$ cat config.mk
export PLATFORM = sky130hd
export DESIGN_NAME = vcr_top
export DESIGN_NICKNAME = d
export VERILOG_FILES = /design/src/logic/vcr_pkg.sv /design/src/logic/vcr_top.sv /design/src/logic/vcr_vid_xlate.sv
export SDC_FILE = /design/constraint.sdc
export NUM_CORES = 1
export LEC_CHECK = 0
export BUFFER_PORTS_ARGS = -buffer_cell sky130_fd_sc_hd__buf_2
export CORE_MARGIN = 2
export CORE_UTILIZATION = 35
export DETAILED_ROUTE_END_ITERATION = 12
export PLACE_DENSITY = 0.61
export SLEW_MARGIN = 15
export SYNTH_ARGS = -nofsm -noshare
export SYNTH_HDL_FRONTEND = slang
export SYNTH_SLANG_ARGS = --single-unit
$ cat constraint.sdc
create_clock -name i_clk -period 4.3 [get_ports i_clk]
set_input_delay 0.86 -clock i_clk [delete_from_list [all_inputs] [get_ports i_clk]]
set_output_delay 0.86 -clock i_clk [all_outputs]
set_load 0.05 [all_outputs]
$ cat src/logic/vcr_pkg.sv
// Contract
// - format byte reports vid mode, table parameter
// - format byte writes refused, fault flagged
// - command carries right-justified vid, lsb bit 0
// - every vid translated through selected table
// - upper byte reads zero, low byte writable
// - commanded output never exceeds upper limit
// - over-limit attempt is a warning only
// - over-limit write clamps to limit value
// - over-limit sets other and limit-warning bits
// - over-limit attempt raises host alert
// - limit writable, resets to 00ff
// - margin-high holds target, resets to 0000
package vcr_pkg;
    ////////////////////////////////////////////////////////////////////////////////
    // command codes
    localparam logic [7:0]  CMD_FORMAT       = 8'h20; // output_format_descriptor
    localparam logic [7:0]  CMD_VOLTAGE      = 8'h21; // output_voltage_command
    localparam logic [7:0]  CMD_LIMIT        = 8'h24; // output_voltage_limit
    localparam logic [7:0]  CMD_MARGIN_HIGH  = 8'h25; // margin_high_target
    localparam logic [7:0]  CMD_VENDOR_CFG   = 8'hdd; // vendor_config_cmd
    ////////////////////////////////////////////////////////////////////////////////
    // format byte fields
    localparam logic [2:0]  FMT_MODE_VID     = 3'h1;  // vid mode
    localparam logic [4:0]  FMT_PARAM_FINE   = 5'h02; // vid_table_fine
    localparam logic [4:0]  FMT_PARAM_LEGACY = 5'h01; // vid_table_legacy
    // vendor config fields
    localparam int          VCFG_FINE_BIT    = 0;     // table choice when overriding
    localparam int          VCFG_OVR_BIT     = 7;     // 1: use register, not pin
    ////////////////////////////////////////////////////////////////////////////////
    // reset values
    localparam logic [7:0]  LIMIT_RESET      = 8'hff;
    localparam logic [7:0]  MARGIN_RESET     = 8'h00;
    localparam logic [7:0]  VCFG_RESET       = 8'h00;
    localparam logic [7:0]  UPPER_BYTE       = 8'h00; // reserved upper byte value
endpackage : vcr_pkg

$ cat src/logic/vcr_top.sv
`timescale 1ns/10ps
// output voltage command register set with limit clamp
module vcr_top (
    input  wire logic        i_clk,
    input  wire logic        i_rst_b,
    input  wire logic        i_slew_select_pin,  // strap: 1 fine table, 0 legacy
    input  wire logic [7:0]  i_boot_voltage,     // boot vid code, sampled after reset
    input  wire logic        i_wr_valid,         // one-cycle write request
    input  wire logic        i_rd_valid,         // one-cycle read request
    input  wire logic [7:0]  i_cmd_code,         // command code of the request
    input  wire logic [15:0] i_wr_data,          // write data word, low byte first
    input  wire logic        i_margin_high_sel,  // operation selects margin high
    input  wire logic        i_status_clear,     // clears warn, other and alert
    input  wire logic        i_cml_clear,        // clears communication fault
    output logic      [15:0] o_rd_data,          // read answer
    output logic             o_rd_ack,           // read answer strobe
    output logic             o_cmd_refused,      // write refused pulse
    output logic             o_cml_fault,        // invalid data fault, sticky
    output logic             o_status_other,     // other bit, sticky
    output logic             o_limit_warn,       // upper-limit warning, sticky
    output logic             o_alert_b,          // host alert, active low
    output logic             o_table_fine,       // selected table
    output logic      [7:0]  o_commanded_level_field, // effective vid target
    output logic      [15:0] o_target_level,     // translated target
    output logic      [15:0] o_limit_level       // translated limit
);
    import vcr_pkg::*;

    ////////////////////////////////////////////////////////////////////////////////
    // reset synchroniser
    logic rst_meta_r;  // first stage
    logic rst_b;       // released reset

    always_ff @(posedge i_clk or negedge i_rst_b) begin
        if (!i_rst_b) begin
            rst_meta_r <= 1'b0;
            rst_b      <= 1'b0;
        end else begin
            rst_meta_r <= 1'b1;
            rst_b      <= rst_meta_r;
        end
    end

    ////////////////////////////////////////////////////////////////////////////////
    // registers
    logic [7:0] cmd_r;      // output_voltage_command low byte
    logic [7:0] limit_r;    // output_voltage_limit low byte
    logic [7:0] margin_r;   // margin_high_target low byte
    logic [7:0] vcfg_r;     // vendor config byte
    logic       strap_r;    // captured strap
    logic       booted_r;   // boot load done
    logic       fine;       // table in use
    logic       wr_cmd;     // write to command register
    logic       over_limit; // over-limit attempt
    logic [7:0] tgt_nxt;    // effective target

    assign wr_cmd     = i_wr_valid && (i_cmd_code == CMD_VOLTAGE);
    assign over_limit = wr_cmd && (i_wr_data[7:0] > limit_r);
    assign fine       = vcfg_r[VCFG_OVR_BIT] ? vcfg_r[VCFG_FINE_BIT] : strap_r;

    // strap and boot code are caught after reset release
    always_ff @(posedge i_clk or negedge rst_b) begin
        if (!rst_b) begin
            booted_r <= 1'b0;
            strap_r  <= 1'b0;
        end else if (!booted_r) begin
            booted_r <= 1'b1;
            strap_r  <= i_slew_select_pin;
        end
    end

    // command register: boot load, then host writes clamped to limit
    always_ff @(posedge i_clk or negedge rst_b) begin
        if (!rst_b) begin
            cmd_r <= 8'h00;
        end else if (!booted_r) begin
            cmd_r <= i_boot_voltage;
        end else if (over_limit) begin
            cmd_r <= limit_r;
        end else if (wr_cmd) begin
            cmd_r <= i_wr_data[7:0];
        end
    end

    // limit, margin and vendor config writes; upper byte discarded
    always_ff @(posedge i_clk or negedge rst_b) begin
        if (!rst_b) begin
            limit_r  <= LIMIT_RESET;
            margin_r <= MARGIN_RESET;
            vcfg_r   <= VCFG_RESET;
        end else if (i_wr_valid) begin
            case (i_cmd_code)
                CMD_LIMIT:       limit_r  <= i_wr_data[7:0];
                CMD_MARGIN_HIGH: margin_r <= i_wr_data[7:0];
                CMD_VENDOR_CFG:  vcfg_r   <= i_wr_data[7:0];
                default: begin
                    vcfg_r <= vcfg_r; // other codes leave these alone
                end
            endcase
        end
    end

    ////////////////////////////////////////////////////////////////////////////////
    // refusal of format byte writes; set wins over clear
    always_ff @(posedge i_clk or negedge rst_b) begin
        if (!rst_b) begin
            o_cmd_refused <= 1'b0;
            o_cml_fault   <= 1'b0;
        end else begin
            o_cmd_refused <= i_wr_valid && (i_cmd_code == CMD_FORMAT);
            if (i_wr_valid && (i_cmd_code == CMD_FORMAT)) begin
                o_cml_fault <= 1'b1;
            end else if (i_cml_clear) begin
                o_cml_fault <= 1'b0;
            end
        end
    end

    // over-limit warning status and alert; set wins over clear
    always_ff @(posedge i_clk or negedge rst_b) begin
        if (!rst_b) begin
            o_status_other <= 1'b0;
            o_limit_warn   <= 1'b0;
            o_alert_b      <= 1'b1;
        end else if (over_limit) begin
            o_status_other <= 1'b1;
            o_limit_warn   <= 1'b1;
            o_alert_b      <= 1'b0;
        end else if (i_status_clear) begin
            o_status_other <= 1'b0;
            o_limit_warn   <= 1'b0;
            o_alert_b      <= 1'b1;
        end
    end

    ////////////////////////////////////////////////////////////////////////////////
    // effective target, never above the limit whatever the mix
    always_comb begin
        tgt_nxt = i_margin_high_sel ? margin_r : cmd_r;
        if (tgt_nxt > limit_r) begin
            tgt_nxt = limit_r;
        end
    end

    always_ff @(posedge i_clk or negedge rst_b) begin
        if (!rst_b) begin
            o_commanded_level_field <= 8'h00;
            o_table_fine            <= 1'b0;
        end else begin
            o_commanded_level_field <= tgt_nxt;
            o_table_fine            <= fine;
        end
    end

    // translation of target and limit through the chosen table
    vcr_vid_xlate u_xlate_target (
        .i_clk   (i_clk),
        .i_rst_b (rst_b),
        .i_fine  (fine),
        .i_code  (tgt_nxt),
        .o_level (o_target_level)
    );

    vcr_vid_xlate u_xlate_limit (
        .i_clk   (i_clk),
        .i_rst_b (rst_b),
        .i_fine  (fine),
        .i_code  (limit_r),
        .o_level (o_limit_level)
    );

    ////////////////////////////////////////////////////////////////////////////////
    // read answer one cycle after the request; unknown codes read zero
    always_ff @(posedge i_clk or negedge rst_b) begin
        if (!rst_b) begin
            o_rd_data <= 16'h0000;
            o_rd_ack  <= 1'b0;
        end else begin
            o_rd_ack <= i_rd_valid;
            if (i_rd_valid) begin
                case (i_cmd_code)
                    CMD_FORMAT:      o_rd_data <= {UPPER_BYTE, FMT_MODE_VID,
                                                   fine ? FMT_PARAM_FINE : FMT_PARAM_LEGACY};
                    CMD_VOLTAGE:     o_rd_data <= {UPPER_BYTE, cmd_r};
                    CMD_LIMIT:       o_rd_data <= {UPPER_BYTE, limit_r};
                    CMD_MARGIN_HIGH: o_rd_data <= {UPPER_BYTE, margin_r};
                    CMD_VENDOR_CFG:  o_rd_data <= {UPPER_BYTE, vcfg_r};
                    default:         o_rd_data <= 16'h0000;
                endcase
            end
        end
    end

    ////////////////////////////////////////////////////////////////////////////////
    // assertions
    clamp_write_a: assert property (@(posedge i_clk) disable iff (!rst_b)
        booted_r && over_limit |=> cmd_r == $past(limit_r))
        else $error("over-limit write not clamped");
    never_above_a: assert property (@(posedge i_clk) disable iff (!rst_b)
        o_commanded_level_field <= $past(limit_r))
        else $error("target above limit");
    warn_bits_a: assert property (@(posedge i_clk) disable iff (!rst_b)
        over_limit |=> o_status_other && o_limit_warn)
        else $error("warn bits not set");
    alert_raise_a: assert property (@(posedge i_clk) disable iff (!rst_b)
        over_limit |=> !o_alert_b)
        else $error("alert not raised");
    warn_not_fault_a: assert property (@(posedge i_clk) disable iff (!rst_b)
        over_limit && !(i_wr_valid && i_cmd_code == CMD_FORMAT) && !o_cml_fault |=> !o_cml_fault)
        else $error("over-limit flagged as fault");
    format_refuse_a: assert property (@(posedge i_clk) disable iff (!rst_b)
        i_wr_valid && i_cmd_code == CMD_FORMAT |=> o_cml_fault && o_cmd_refused)
        else $error("format write not refused");
    format_read_a: assert property (@(posedge i_clk) disable iff (!rst_b)
        i_rd_valid && i_cmd_code == CMD_FORMAT |=> o_rd_ack &&
        o_rd_data == {8'h00, 3'b001, $past(fine) ? 5'b00010 : 5'b00001})
        else $error("format byte wrong");
    upper_zero_a: assert property (@(posedge i_clk) disable iff (!rst_b)
        o_rd_ack |-> o_rd_data[15:8] == 8'h00)
        else $error("upper byte not zero");
    boot_load_a: assert property (@(posedge i_clk) disable iff (!rst_b)
        !booted_r |=> cmd_r == $past(i_boot_voltage))
        else $error("boot code not loaded");
    limit_write_a: assert property (@(posedge i_clk) disable iff (!rst_b)
        i_wr_valid && i_cmd_code == CMD_LIMIT |=> limit_r == $past(i_wr_data[7:0]))
        else $error("limit write lost");
    margin_use_a: assert property (@(posedge i_clk) disable iff (!rst_b)
        i_margin_high_sel && margin_r <= limit_r |=> o_commanded_level_field == $past(margin_r))
        else $error("margin target not used");
    write_lsb_a: assert property (@(posedge i_clk) disable iff (!rst_b)
        booted_r && wr_cmd && !over_limit |=> cmd_r == $past(i_wr_data[7:0]))
        else $error("command write lost");
    table_pick_a: assert property (@(posedge i_clk) disable iff (!rst_b)
        vcfg_r[7] |=> o_table_fine == $past(vcfg_r[0]))
        else $error("vendor table choice ignored");
endmodule : vcr_top

$ cat src/logic/vcr_vid_xlate.sv
`timescale 1ns/10ps
// registered vid code to level translation, two tables
module vcr_vid_xlate #(
    parameter logic [15:0] LEGACY_BASE = 16'h00fa, // level of code 1, legacy table
    parameter logic [15:0] LEGACY_STEP = 16'h0005, // level step, legacy table
    parameter logic [15:0] FINE_BASE   = 16'h01f4, // level of code 1, fine table
    parameter logic [15:0] FINE_STEP   = 16'h000a  // level step, fine table
) (
    input  wire logic        i_clk,
    input  wire logic        i_rst_b,
    input  wire logic        i_fine,   // table select
    input  wire logic [7:0]  i_code,   // vid code
    output logic      [15:0] o_level   // translated level, 0 for code 0
);
    logic [15:0] base; // selected table base
    logic [15:0] step; // selected table step
    logic [31:0] prod; // full width product

    ////////////////////////////////////////////////////////////////////////////////
    // table pick and linear map
    always_comb begin
        base = i_fine ? FINE_BASE : LEGACY_BASE;
        step = i_fine ? FINE_STEP : LEGACY_STEP;
        prod = {24'h000000, i_code - 8'h01} * {16'h0000, step};
    end

    // code 0 means output off
    always_ff @(posedge i_clk or negedge i_rst_b) begin
        if (!i_rst_b) begin
            o_level <= 16'h0000;
        end else if (i_code == 8'h00) begin
            o_level <= 16'h0000;
        end else begin
            o_level <= base + prod[15:0];
        end
    end
endmodule : vcr_vid_xlate

==> results of run 1 <==
## layout make-up
type | instances | area share, %
inverters | 58 | 2.50
clock buffers | 9 | 2.50
well taps | 229 | 3.18
clock inverters | 7 | 0.694
multi-input cells | 489 | 49.3
flip-flops and latches | 84 | 23.5
repair buffers | 239 | 18.4
## timing repair
item                       in CTS  in global routing
pin swaps                      39                 27
setup endpoints to repair      15                 18
cloned                          1                  0
setup buffers                  32                 10
gates resized for setup        69                 31
hold endpoints to repair        0                  0
## critical path, stage by stage
cell and delay (ns):
buf_12 0.11, mux2_4 0.32, ha_4 0.22, nor2b_4 0.12
o21a_1 0.17, o21a_1 0.19, o21a_1 0.23, nor2_4 0.17
mux2i_4 0.28, ha_4 0.17, inv_2 0.04, or3_4 0.35
xor2_1 0.14, mux2_4 0.28, mux2_4 0.28, fa_1 0.50
inv_1 0.04, fa_1 0.49, inv_2 0.05, ha_4 0.24
nor2b_1 0.14, o21a_1 0.18, o41a_1 0.34, xnor2_1 0.15
nor2_1 0.05
## cell families after synthesis
kind of cell / count (synthesis) / synth area share [%]
DFF: 84 / 33.0
muxes: 60 / 10.4
buffers and inverters: 105 / 7.47
and+or+nand+nor: 173 / 13.9
adders and majority gates: 81 / 18.2
other: 2 / 0.117
xor gates and xnor gates: 33 / 4.52
AOI/OAI and AO/OA: 122 / 12.4
## power by group through the flow
stage	registers, W	clock network (W)	logic [W]
floorplan	0.00132	0	0.00232
global placement	0.000984	0	0.00380
detailed placement	0.000986	0	0.00383
CTS	0.000972	0.000801	0.00455
global route	0.000984	0.000835	0.00529
finish	0.000969	0.000789	0.00485
## per-layer routing
metal / GRT usage, % / up-vias / wire (um)
li1: - / 2692 / -
met1: 22.6 / 2696 / 7560
met2: 30.2 / 95 / 8360
met3: 3.34 / 21 / 549
met4: 5.48 / 0 / 291
met5: 0 / - / 0
## flip-flops by register name (all words and copies together), names as in the netlist
| register | count |
|---|---|
| cmd_r | 8 |
| rst_b | 1 |
| vcfg_r | 8 |
| u_xlate_limit.o_level | 13 |
| margin_r | 8 |
| o_alert_b | 1 |
| o_table_fine | 1 |
| o_limit_warn | 1 |
| u_xlate_target.o_level | 13 |
| strap_r | 1 |
| limit_r | 8 |
| o_cmd_refused | 1 |
| o_rd_ack | 1 |
| o_commanded_level_field | 8 |
| o_rd_data | 8 |
| rst_meta_r | 1 |
| o_cml_fault | 1 |
| booted_r | 1 |
## how the worst max path moves through the flow
stage	startpoint	to	slack, ns
after floorplan	i_margin_high_sel	u_xlate_target.o_level[11]$_DFF_PN0_	-2.09
after global placement	i_margin_high_sel	u_xlate_target.o_level[10]$_DFF_PN0_	-2.12
after detailed placement	i_margin_high_sel	u_xlate_target.o_level[11]$_DFF_PN0_	-2.25
after CTS	i_margin_high_sel	u_xlate_target.o_level[10]$_DFF_PN0_	-1.52
after global routing	i_margin_high_sel	u_xlate_target.o_level[11]$_DFF_PN0_	-1.82
final	i_margin_high_sel	u_xlate_target.o_level[10]$_DFF_PN0_	-1.56
## metrics by stage
step / util (%) / TNS [ns] / total power, W / hold WS (ns) / instance area, um^2
3_5_place_dp: 44.4 / -19.32 / 0.00482 / 0.351 / 7980
3_3_place_gp: 44.4 / -18.47 / 0.00478 / 0.338 / 7980
4_1_cts: 49.3 / -12.23 / 0.00633 / 0.254 / 8850
6_report: 50.2 / -13.00 / 0.00661 / 0.261 / 9020
5_1_grt: 50.2 / -16.60 / 0.00711 / 0.251 / 9020
2_1_floorplan: - / -17.18 / 0.00365 / 0.331 / 6660
## cells in the final DEF (no fill, tap or decap), drive strengths merged, types with 3 or more instances in the layout
| master | Yosys | layout |
|---|---|---|
| xor2 | 10 | 10 |
| a221oi | 6 | 6 |
| nor3 | 16 | 16 |
| nor3b | 5 | 5 |
| conb | 2 | 20 |
| o21a | 11 | 11 |
| o21ai | 17 | 17 |
| nor2b | 9 | 9 |
| mux2 | 37 | 37 |
| ha | 61 | 61 |
| and2 | 5 | 5 |
| inv | 58 | 64 |
| xnor2 | 23 | 23 |
| or3 | 4 | 4 |
| mux2i | 22 | 22 |
| nand4 | 5 | 5 |
| o21bai | 3 | 3 |
| a211oi | 6 | 6 |
| fa | 20 | 20 |
| dfstp | 9 | 9 |
| o22ai | 15 | 15 |
| nand2b | 5 | 5 |
| nor2 | 71 | 71 |
| clkbuf | 19 | 9 |
| buf | 28 | 239 |
| nand2 | 20 | 20 |
| or4b | 3 | 3 |
| nand3 | 8 | 8 |
| or2 | 11 | 11 |
| dfrtp | 75 | 75 |
| a21oi | 40 | 40 |
| a21o | 8 | 8 |
==> results.cfg, run 1 <==
[sta]
finalSetupViolations = 14
finalMaxSlewViolations = 0
rsz0062_at_grt = true
min_period_ns = 5.86
max_freq_mhz = 171
max_slew_margin_pct = 53.4
fin_skew_ns = 0.0116
worst_pin_slew_ns = 0.698
setup_slack_ns = -1.56
hold_viol = 0
period_share_pct = 136

[route]
vias = 5504
wl_per_cell_um = 15.0
drt-total-wl_mm = 16.8
drtIter0Drc = 274
routed_via_density = 4.94
ant_nets = 0
drcViolationCount = 0
dr.pass1.iters = 4

[run_status]
status = finished, violations left
violations = negative setup slack

[cts]
ctsHoldBuffers = 0
ctsRootBufferMaster = clkbuf_16
clk_path_buf_depth = 2
cts_tree = done
clock_latency_ns = 0.36
h-tree-depth = 3
numCtsBuffers = 9
clk_pin_slew_ns = 0.08
cts_sinks = 84

[placed_design]
pre_cts_slack_ns = -2.25
io_buffers = 80
dpl.cell_count = 1063
globalplace.congestion = 0.931
dpl.hpwl_mm = 12.3

[synthesis]
ys_top_cells_by_count = dfrtp_1 (75), nor2_1 (71), ha_1 (61), inv_1 (58), a21oi_1 (40)
synth-seq-cells = 84
synth_edf_count = 0
ys_warn_count = 0
synth-seq-area-share_pct = 33.0
yosys-top-cells-area = dfrtp_1 (29%), ha_1 (12%), fa_1 (6.3%), mux2_2 (6.2%), nor2_1 (4.2%)
synth.avg_cell_area_um2 = 9.69
synth_top_area_share_pct = 29.3
ys_types = 66
syn-cell-area_um2 = 6400
yosysMostFrequentCell = dfrtp_1
syn_inst = 660
synth_top_area_cell = dfrtp_1
async_flop_share_pct = 100
synth_flop_cell = dfrtp_1

[setup_path]
r2r_start = cmd_r[1]$_DFFE_PN0P_
crit_type = input port to flip-flop
start_kind = input port
end_kind = flip-flop
r2r_setup_slack_ns = -1.31
crit_path_max_fanout = 5
ff2ff_path_depth = 24
arrival_ns = 6.10
r2r_end = u_xlate_target.o_level[10]$_DFF_PN0_
cp.required_ns = 4.54

[power_and_ir_drop]
leakagePower_nw = 4.44
switching_share_pct = 41.8
combPwrFrac_pct = 73.4
internal-power_w = 0.00385
ir_drop_mv = 0.624
p_clk_share_pct = 11.9
power_density_nw_per_um2 = 733
power.net_switching_w = 0.00276
sequentialPowerShare_pct = 14.7

[global_route]
grt_pass1_vias = 5728
grt_pass1_wl_mm = 27.7
grt_max_degree = 54
antenna_found_initial = 0
grt_use_total_pct = 17.6
globalRouteOverflowTotal = 0

[die]
initial_utilization_pct = 35.6
die_x_um = 139
die_h_um = 139
rows = 49
io_pins = 103
core_um2 = 18000
dieArea_um2 = 19400

[job]
max-cap-violations = 0

[cells_and_area]
regArea_um2 = 2120
num-fill-cells = 1660
area_delta_synth_final_pct = 40.9
final_cells = 1115
fin_nets = 1002
drive_above_1_share_pct = 45.7
antenna_cells = 0
multi_input_area_um2 = 4440

[min_path]
min_path_type = input port to asynchronous set/reset pin
No activity file was read; power rests on OpenSTA's default activity.
==> inputs of run 2 (changes only) <==
--- a/config.mk
+++ b/config.mk
@@ -6,7 +6,6 @@
 export NUM_CORES = 1
 export LEC_CHECK = 0
 export BUFFER_PORTS_ARGS = -buffer_cell sky130_fd_sc_hd__buf_2
-export CORE_MARGIN = 2
 export CORE_UTILIZATION = 35
 export DETAILED_ROUTE_END_ITERATION = 12
 export PLACE_DENSITY = 0.61
@@ -14,3 +13,4 @@
 export SYNTH_ARGS = -nofsm -noshare
 export SYNTH_HDL_FRONTEND = slang
 export SYNTH_SLANG_ARGS = --single-unit
+export TNS_END_PERCENT = 1
==> run 2 against run 1 <==
  * The run ends with design-rule violations, negative setup slack left
  * Clock power rose by 1%
  * Non-clock buffer count fell by 22
  * Critical path depth did not move
  * Utilization fell by 2.5 points
  * Largest cell class unchanged
==> results.cfg, run 2 (synthesis gave the netlist of run 1 again) <==
[route]
wl_per_cell_um = 14.5
drt-total-wl_mm = 15.9
ant_nets = 0
drcViolationCount = 2
drtIter0Drc = 300
dr.pass1.iters = 9
routed_via_density = 4.83
vias = 5283

[placed_design]
pre_cts_slack_ns = -2.23
dpl.hpwl_mm = 12.2
io_buffers = 80
globalplace.congestion = 0.902

[global_route]
antenna_found_initial = 0
grtUsageMet2_pct = 29.5
met3_usage_pct = 2.69
grt_pass1_vias = 5163
grt_use_total_pct = 17.9
grt_max_degree = 47
globalRouteOverflowTotal = 0
top_usage_layer = met2
grt_pass1_wl_mm = 25.8
grt_use_met1_pct = 23.8

[die]
io_pins = 103
initial_utilization_pct = 35.6
rows = 49
core_um2 = 18000
dieArea_um2 = 18800
die_x_um = 137
die_h_um = 137

[setup_path]
crit_family = adder cells
crit_path_top_delay_cell = fa_1
r2r_setup_slack_ns = -1.49
r2r_start = cmd_r[1]$_DFFE_PN0P_
start_kind = input port
r2r_end = u_xlate_target.o_level[10]$_DFF_PN0_
cp-endpoint = u_xlate_target.o_level[10]$_DFF_PN0_
arrival_ns = 6.25
crit_path_frequent_cell = o21a_1
cpPeakStageDelay_ns = 0.50
crit_type = input port to flip-flop
cp.depth = 25
setup.worst_path.start = i_margin_high_sel
cp.required_ns = 4.52
cp_num_buf_inv = 4
crit_path_max_fanout = 10
ff2ff_path_depth = 24
end_kind = flip-flop

[run_status]
status = finished, violations left
violations = design-rule violations, negative setup slack

[min_path]
min_path_type = input port to asynchronous set/reset pin

[cts]
clock_latency_ns = 0.36
ctsRootBufferMaster = clkbuf_16
cts_tree = done
numCtsBuffers = 9
ctsHoldBuffers = 0
clk_pin_slew_ns = 0.08
cts_sinks = 84
h-tree-depth = 3
clk_path_buf_depth = 2

[cells_and_area]
reg_top3 = u_xlate_limit.o_level: 13 flops, u_xlate_target.o_level: 13 flops
area_delta_synth_final_pct = 33.9
drive_above_1_share_pct = 40.2
fin_nets = 980
num-fill-cells = 1707
antenna_cells = 0
layout_common_cells = buf_4 (136), buf_2 (79), dfrtp_1 (74)
layout_commonest_cell = buf_4

[sta]
min_period_ns = 6.02
worst_pin_slew_ns = 0.735
finalSetupViolations = 15
period_share_pct = 140
setup_tns_ns = -13.97
max_freq_mhz = 166
setup_slack_ns = -1.72
fin_skew_ns = 0.0168
timing.hold.ws_ns = 0.258
max_slew_margin_pct = 50.6
hold_viol = 0
finalMaxSlewViolations = 0
rsz0062_at_grt = true

[power_and_ir_drop]
sequentialPowerShare_pct = 16.2
switching_share_pct = 42.6
power.net_switching_w = 0.00255
combPwrFrac_pct = 70.5
leakagePower_nw = 4.23
ir_drop_mv = 0.566
p_clk_share_pct = 13.4
internal-power_w = 0.00343
power_density_nw_per_um2 = 698

[job]
max-cap-violations = 0
==> run 2: power by group through the flow <==
stage | Clock [W] | Combinational [W] | Sequential [W]
floorplan | 0 | 0.00224 | 0.00132
global placement | 0 | 0.00382 | 0.000982
detailed placement | 0 | 0.00386 | 0.000983
CTS | 0.000813 | 0.00412 | 0.000968
global route | 0.000849 | 0.00470 | 0.000984
finish | 0.000800 | 0.00421 | 0.000966
==> run 2: worst reg2reg max path, delay by kind of cell (launching register included) <==
family	cells	cell delay, ns
buffers and inverters	3	0.14
adders and majority gates	5	1.63
muxes	4	1.17
AOI/OAI and AO/OA	5	1.16
DFF	1	0.41
and+or+nand+nor	5	0.84
xor gates and xnor gates	2	0.32
==> run 2: area by class of cell <==
cell class / instances / area, um^2 / area share, %
multi-input combinational: 489 / 4190 / 48.9
sequential: 84 / 2120 / 24.7
timing repair buffer: 217 / 1450 / 16.9
tap: 229 / 287 / 3.35
clock buffer: 9 / 225 / 2.63
inverter: 58 / 218 / 2.54
clock inverter: 7 / 75.1 / 0.876
==> run 2: what timing repair did <==
item,in CTS,in global routing
resized for setup,33,13
setup endpoints to repair,16,18
setup buffers,1,3
pin swaps,16,14
==> run 2: routing by layer <==
layer,vias to the layer above,part of all wire (%)
met4,0,1.8
met1,2537,47
met2,83,48
met3,20,2.9
met5,-,0
li1,2643,-
==> run 2: worst min-delay path by stage <==
stage | cells after the start | slack (ns) | startpoint | end
floorplan | 0 | 0.33 | rst_meta_r$_DFF_PN0_ | rst_b$_DFF_PN0_
global placement | 0 | 0.33 | rst_b$_DFF_PN0_ | o_cml_fault$_DFFE_PN0P_
detailed placement | 0 | 0.34 | rst_b$_DFF_PN0_ | o_limit_warn$_DFFE_PN0P_
CTS | 1 | 0.25 | i_rst_b | rst_b$_DFF_PN0_
global route | 1 | 0.25 | i_rst_b | rst_b$_DFF_PN0_
finish | 1 | 0.26 | i_rst_b | rst_b$_DFF_PN0_
==> run 2: metrics by stage <==
| step | power (W) | instance area, um^2 | cells | util (%) |
|---|---|---|---|---|
| 6_report | 0.00598 | 8570 | 1093 | 47.7 |
| 5_1_grt | 0.00654 | 8570 | 1093 | 47.7 |
| 4_1_cts | 0.00590 | 8470 | 1090 | 47.2 |
| 3_5_place_dp | 0.00484 | 7990 | 1073 | 44.5 |
| 3_3_place_gp | 0.00481 | 7990 | 1073 | 44.5 |
| 2_1_floorplan | 0.00357 | 6570 | 678 | - |
==> inputs of run 3 (changes only) <==
--- a/config.mk
+++ b/config.mk
@@ -6,9 +6,9 @@
 export NUM_CORES = 1
 export LEC_CHECK = 0
 export BUFFER_PORTS_ARGS = -buffer_cell sky130_fd_sc_hd__buf_2
-export CORE_UTILIZATION = 35
+export CORE_UTILIZATION = 40
 export DETAILED_ROUTE_END_ITERATION = 12
-export PLACE_DENSITY = 0.61
+export PLACE_DENSITY = 0.67
 export SLEW_MARGIN = 15
 export SYNTH_ARGS = -nofsm -noshare
 export SYNTH_HDL_FRONTEND = slang
==> run 3 against run 2 <==
  * The flow finishes with violations (negative setup slack)
  * Worst setup slack better by 0.056 ns
  * Wire length down 2.3%
  * Maximum frequency rose by 0.95%
  * Critical path type unchanged
==> results.cfg, run 3 (synthesis gave the netlist of run 1 again) <==
[sta]
timing.hold.ws_ns = 0.276
finalMaxSlewViolations = 0
hold_viol = 0
max_freq_mhz = 168
finalSetupViolations = 14
fin_skew_ns = 0.00870
setup_slack_ns = -1.67
min_period_ns = 5.97
max_slew_margin_pct = 57.0
worst_pin_slew_ns = 0.642
rsz0062_at_grt = true
period_share_pct = 139

[cts]
numCtsBuffers = 9
cts_tree = done
ctsRootBufferMaster = clkbuf_16
clk_pin_slew_ns = 0.06
clock_latency_ns = 0.35
h-tree-depth = 3
ctsHoldBuffers = 0
cts_sinks = 84
clk_path_buf_depth = 2

[route]
drtIter0Drc = 380
dr.pass1.iters = 4
drcViolationCount = 0
wl_per_cell_um = 14.5
vias = 5349
routed_via_density = 5.00
drt-total-wl_mm = 15.5
ant_nets = 0

[power_and_ir_drop]
sequentialPowerShare_pct = 16.6
power.net_switching_w = 0.00241
combPwrFrac_pct = 69.1
p_total_w = 0.00584
ir_drop_mv = 0.425
leakagePower_nw = 4.21
switching_share_pct = 41.3
power_density_nw_per_um2 = 693
p_clk_share_pct = 14.3
internal-power_w = 0.00343

[setup_path]
arrival_ns = 6.26
crit_type = input port to flip-flop
start_kind = input port
ff2ff_path_depth = 25
end_kind = flip-flop
cp.required_ns = 4.60
crit_path_max_fanout = 9

[die]
initial_utilization_pct = 41.5
rows = 45
core_um2 = 15400
dieArea_um2 = 16500
die_h_um = 128
io_pins = 103
die_x_um = 128

[cells_and_area]
num-fill-cells = 1439
drive_above_1_share_pct = 38.5
multi_input_area_um2 = 4100
area_delta_synth_final_pct = 31.8
fin_nets = 974
layout_common_cells = buf_4 (128), buf_2 (79), dfrtp_1 (74)
antenna_cells = 0
reg_top3 = u_xlate_limit.o_level: 13 flops, u_xlate_target.o_level: 13 flops
layout_commonest_cell = buf_4
regArea_um2 = 2120

[min_path]
min_path_type = input port to asynchronous set/reset pin

[placed_design]
io_buffers = 80
dpl.hpwl_mm = 11.7
globalplace.congestion = 0.862

[global_route]
globalRouteOverflowTotal = 0
antenna_found_initial = 0
grt_use_total_pct = 20.7
grt_max_degree = 45
grt_pass1_vias = 5303
grt_pass1_wl_mm = 26.3

[run_status]
status = finished, violations left
violations = negative setup slack

[job]
max-cap-violations = 0
[run 3: cell count changes in the layout (fill, tap and decap cells not counted), sizes merged]
cell	before	now
clkbuf	9	12
inv	63	59
clkinvlp	1	0
bufinv	0	2
buf	217	211
[run 3: what timing repair did]
action                     CTS  global route
resized for setup           23             7
setup endpoints to repair   16            16
buffers inserted             1             1
pin swaps                   10             6
[run 3: metal layers]
metal,global-route usage [%],wire length (um)
met1,27.4,7140
met2,34.1,7400
met3,3.49,639
met4,7.54,306
met5,0,0
[run 3: worst max-delay path, stage by stage]
cell     delay (ns)
buf_6          0.12
buf_4          0.12
mux2_2         0.34
ha_1           0.28
nand4_1        0.16
nor2_2         0.20
nor2_2         0.05
o21a_1         0.14
nor2_4         0.16
mux2i_4        0.30
ha_4           0.18
inv_2          0.04
or3_1          0.35
xor2_1         0.15
mux2_4         0.29
mux2_4         0.29
fa_1           0.50
inv_1          0.05
fa_1           0.48
inv_2          0.04
ha_4           0.22
nand2_2        0.06
o21ai_2        0.07
o41ai_4        0.35
a21oi_1        0.11
nor3b_1        0.19
o21ba_2        0.15
[run 3: final cells by class]
type / instances / share of cell area, %
inverters: 58 / 2.58
clock inverters: 4 / 0.876
clock buffers: 12 / 2.80
flip-flops and latches: 84 / 25.1
multi-input cells: 489 / 48.6
well taps: 211 / 3.13
repair buffers: 211 / 16.9
[run 3: path summary, 6_finish.rpt]
path / from / end / slack, ns
max: i_margin_high_sel / u_xlate_target.o_level[11]$_DFF_PN0_ / -1.67
max in group asynchronous: rst_b$_DFF_PN0_ / limit_r[1]$_DFFE_PN1P_ / 3.03
min in group i_clk: rst_meta_r$_DFF_PN0_ / rst_b$_DFF_PN0_ / 0.35
min reg2reg: rst_b$_DFF_PN0_ / u_xlate_target.o_level[11]$_DFF_PN0_ / 0.33
max reg2reg: cmd_r[1]$_DFFE_PN0P_ / u_xlate_target.o_level[11]$_DFF_PN0_ / -1.30
min: i_rst_b / rst_b$_DFF_PN0_ / 0.28
[run 3: power groups by stage]
stage / registers (W) / logic, W / clock network, W
finish: 0.000969 / 0.00404 / 0.000835
global route: 0.000984 / 0.00450 / 0.000887
CTS: 0.000971 / 0.00403 / 0.000861
detailed placement: 0.000984 / 0.00383 / 0
global placement: 0.000984 / 0.00376 / 0
floorplan: 0.00132 / 0.00224 / 0
[run 3: stage by stage]
stage / TNS, ns / util (%) / setup slack [ns] / std cells / area, um^2
floorplan: -19.06 / - / -2.09 / 678 / 6570
global placement: -19.23 / 51.6 / -2.10 / 1051 / 7960
detailed placement: -19.95 / 51.6 / -2.19 / 1051 / 7960
CTS: -12.81 / 54.4 / -1.62 / 1068 / 8390
global route: -16.25 / 54.6 / -1.88 / 1069 / 8430
finish: -13.12 / 54.6 / -1.67 / 1069 / 8430
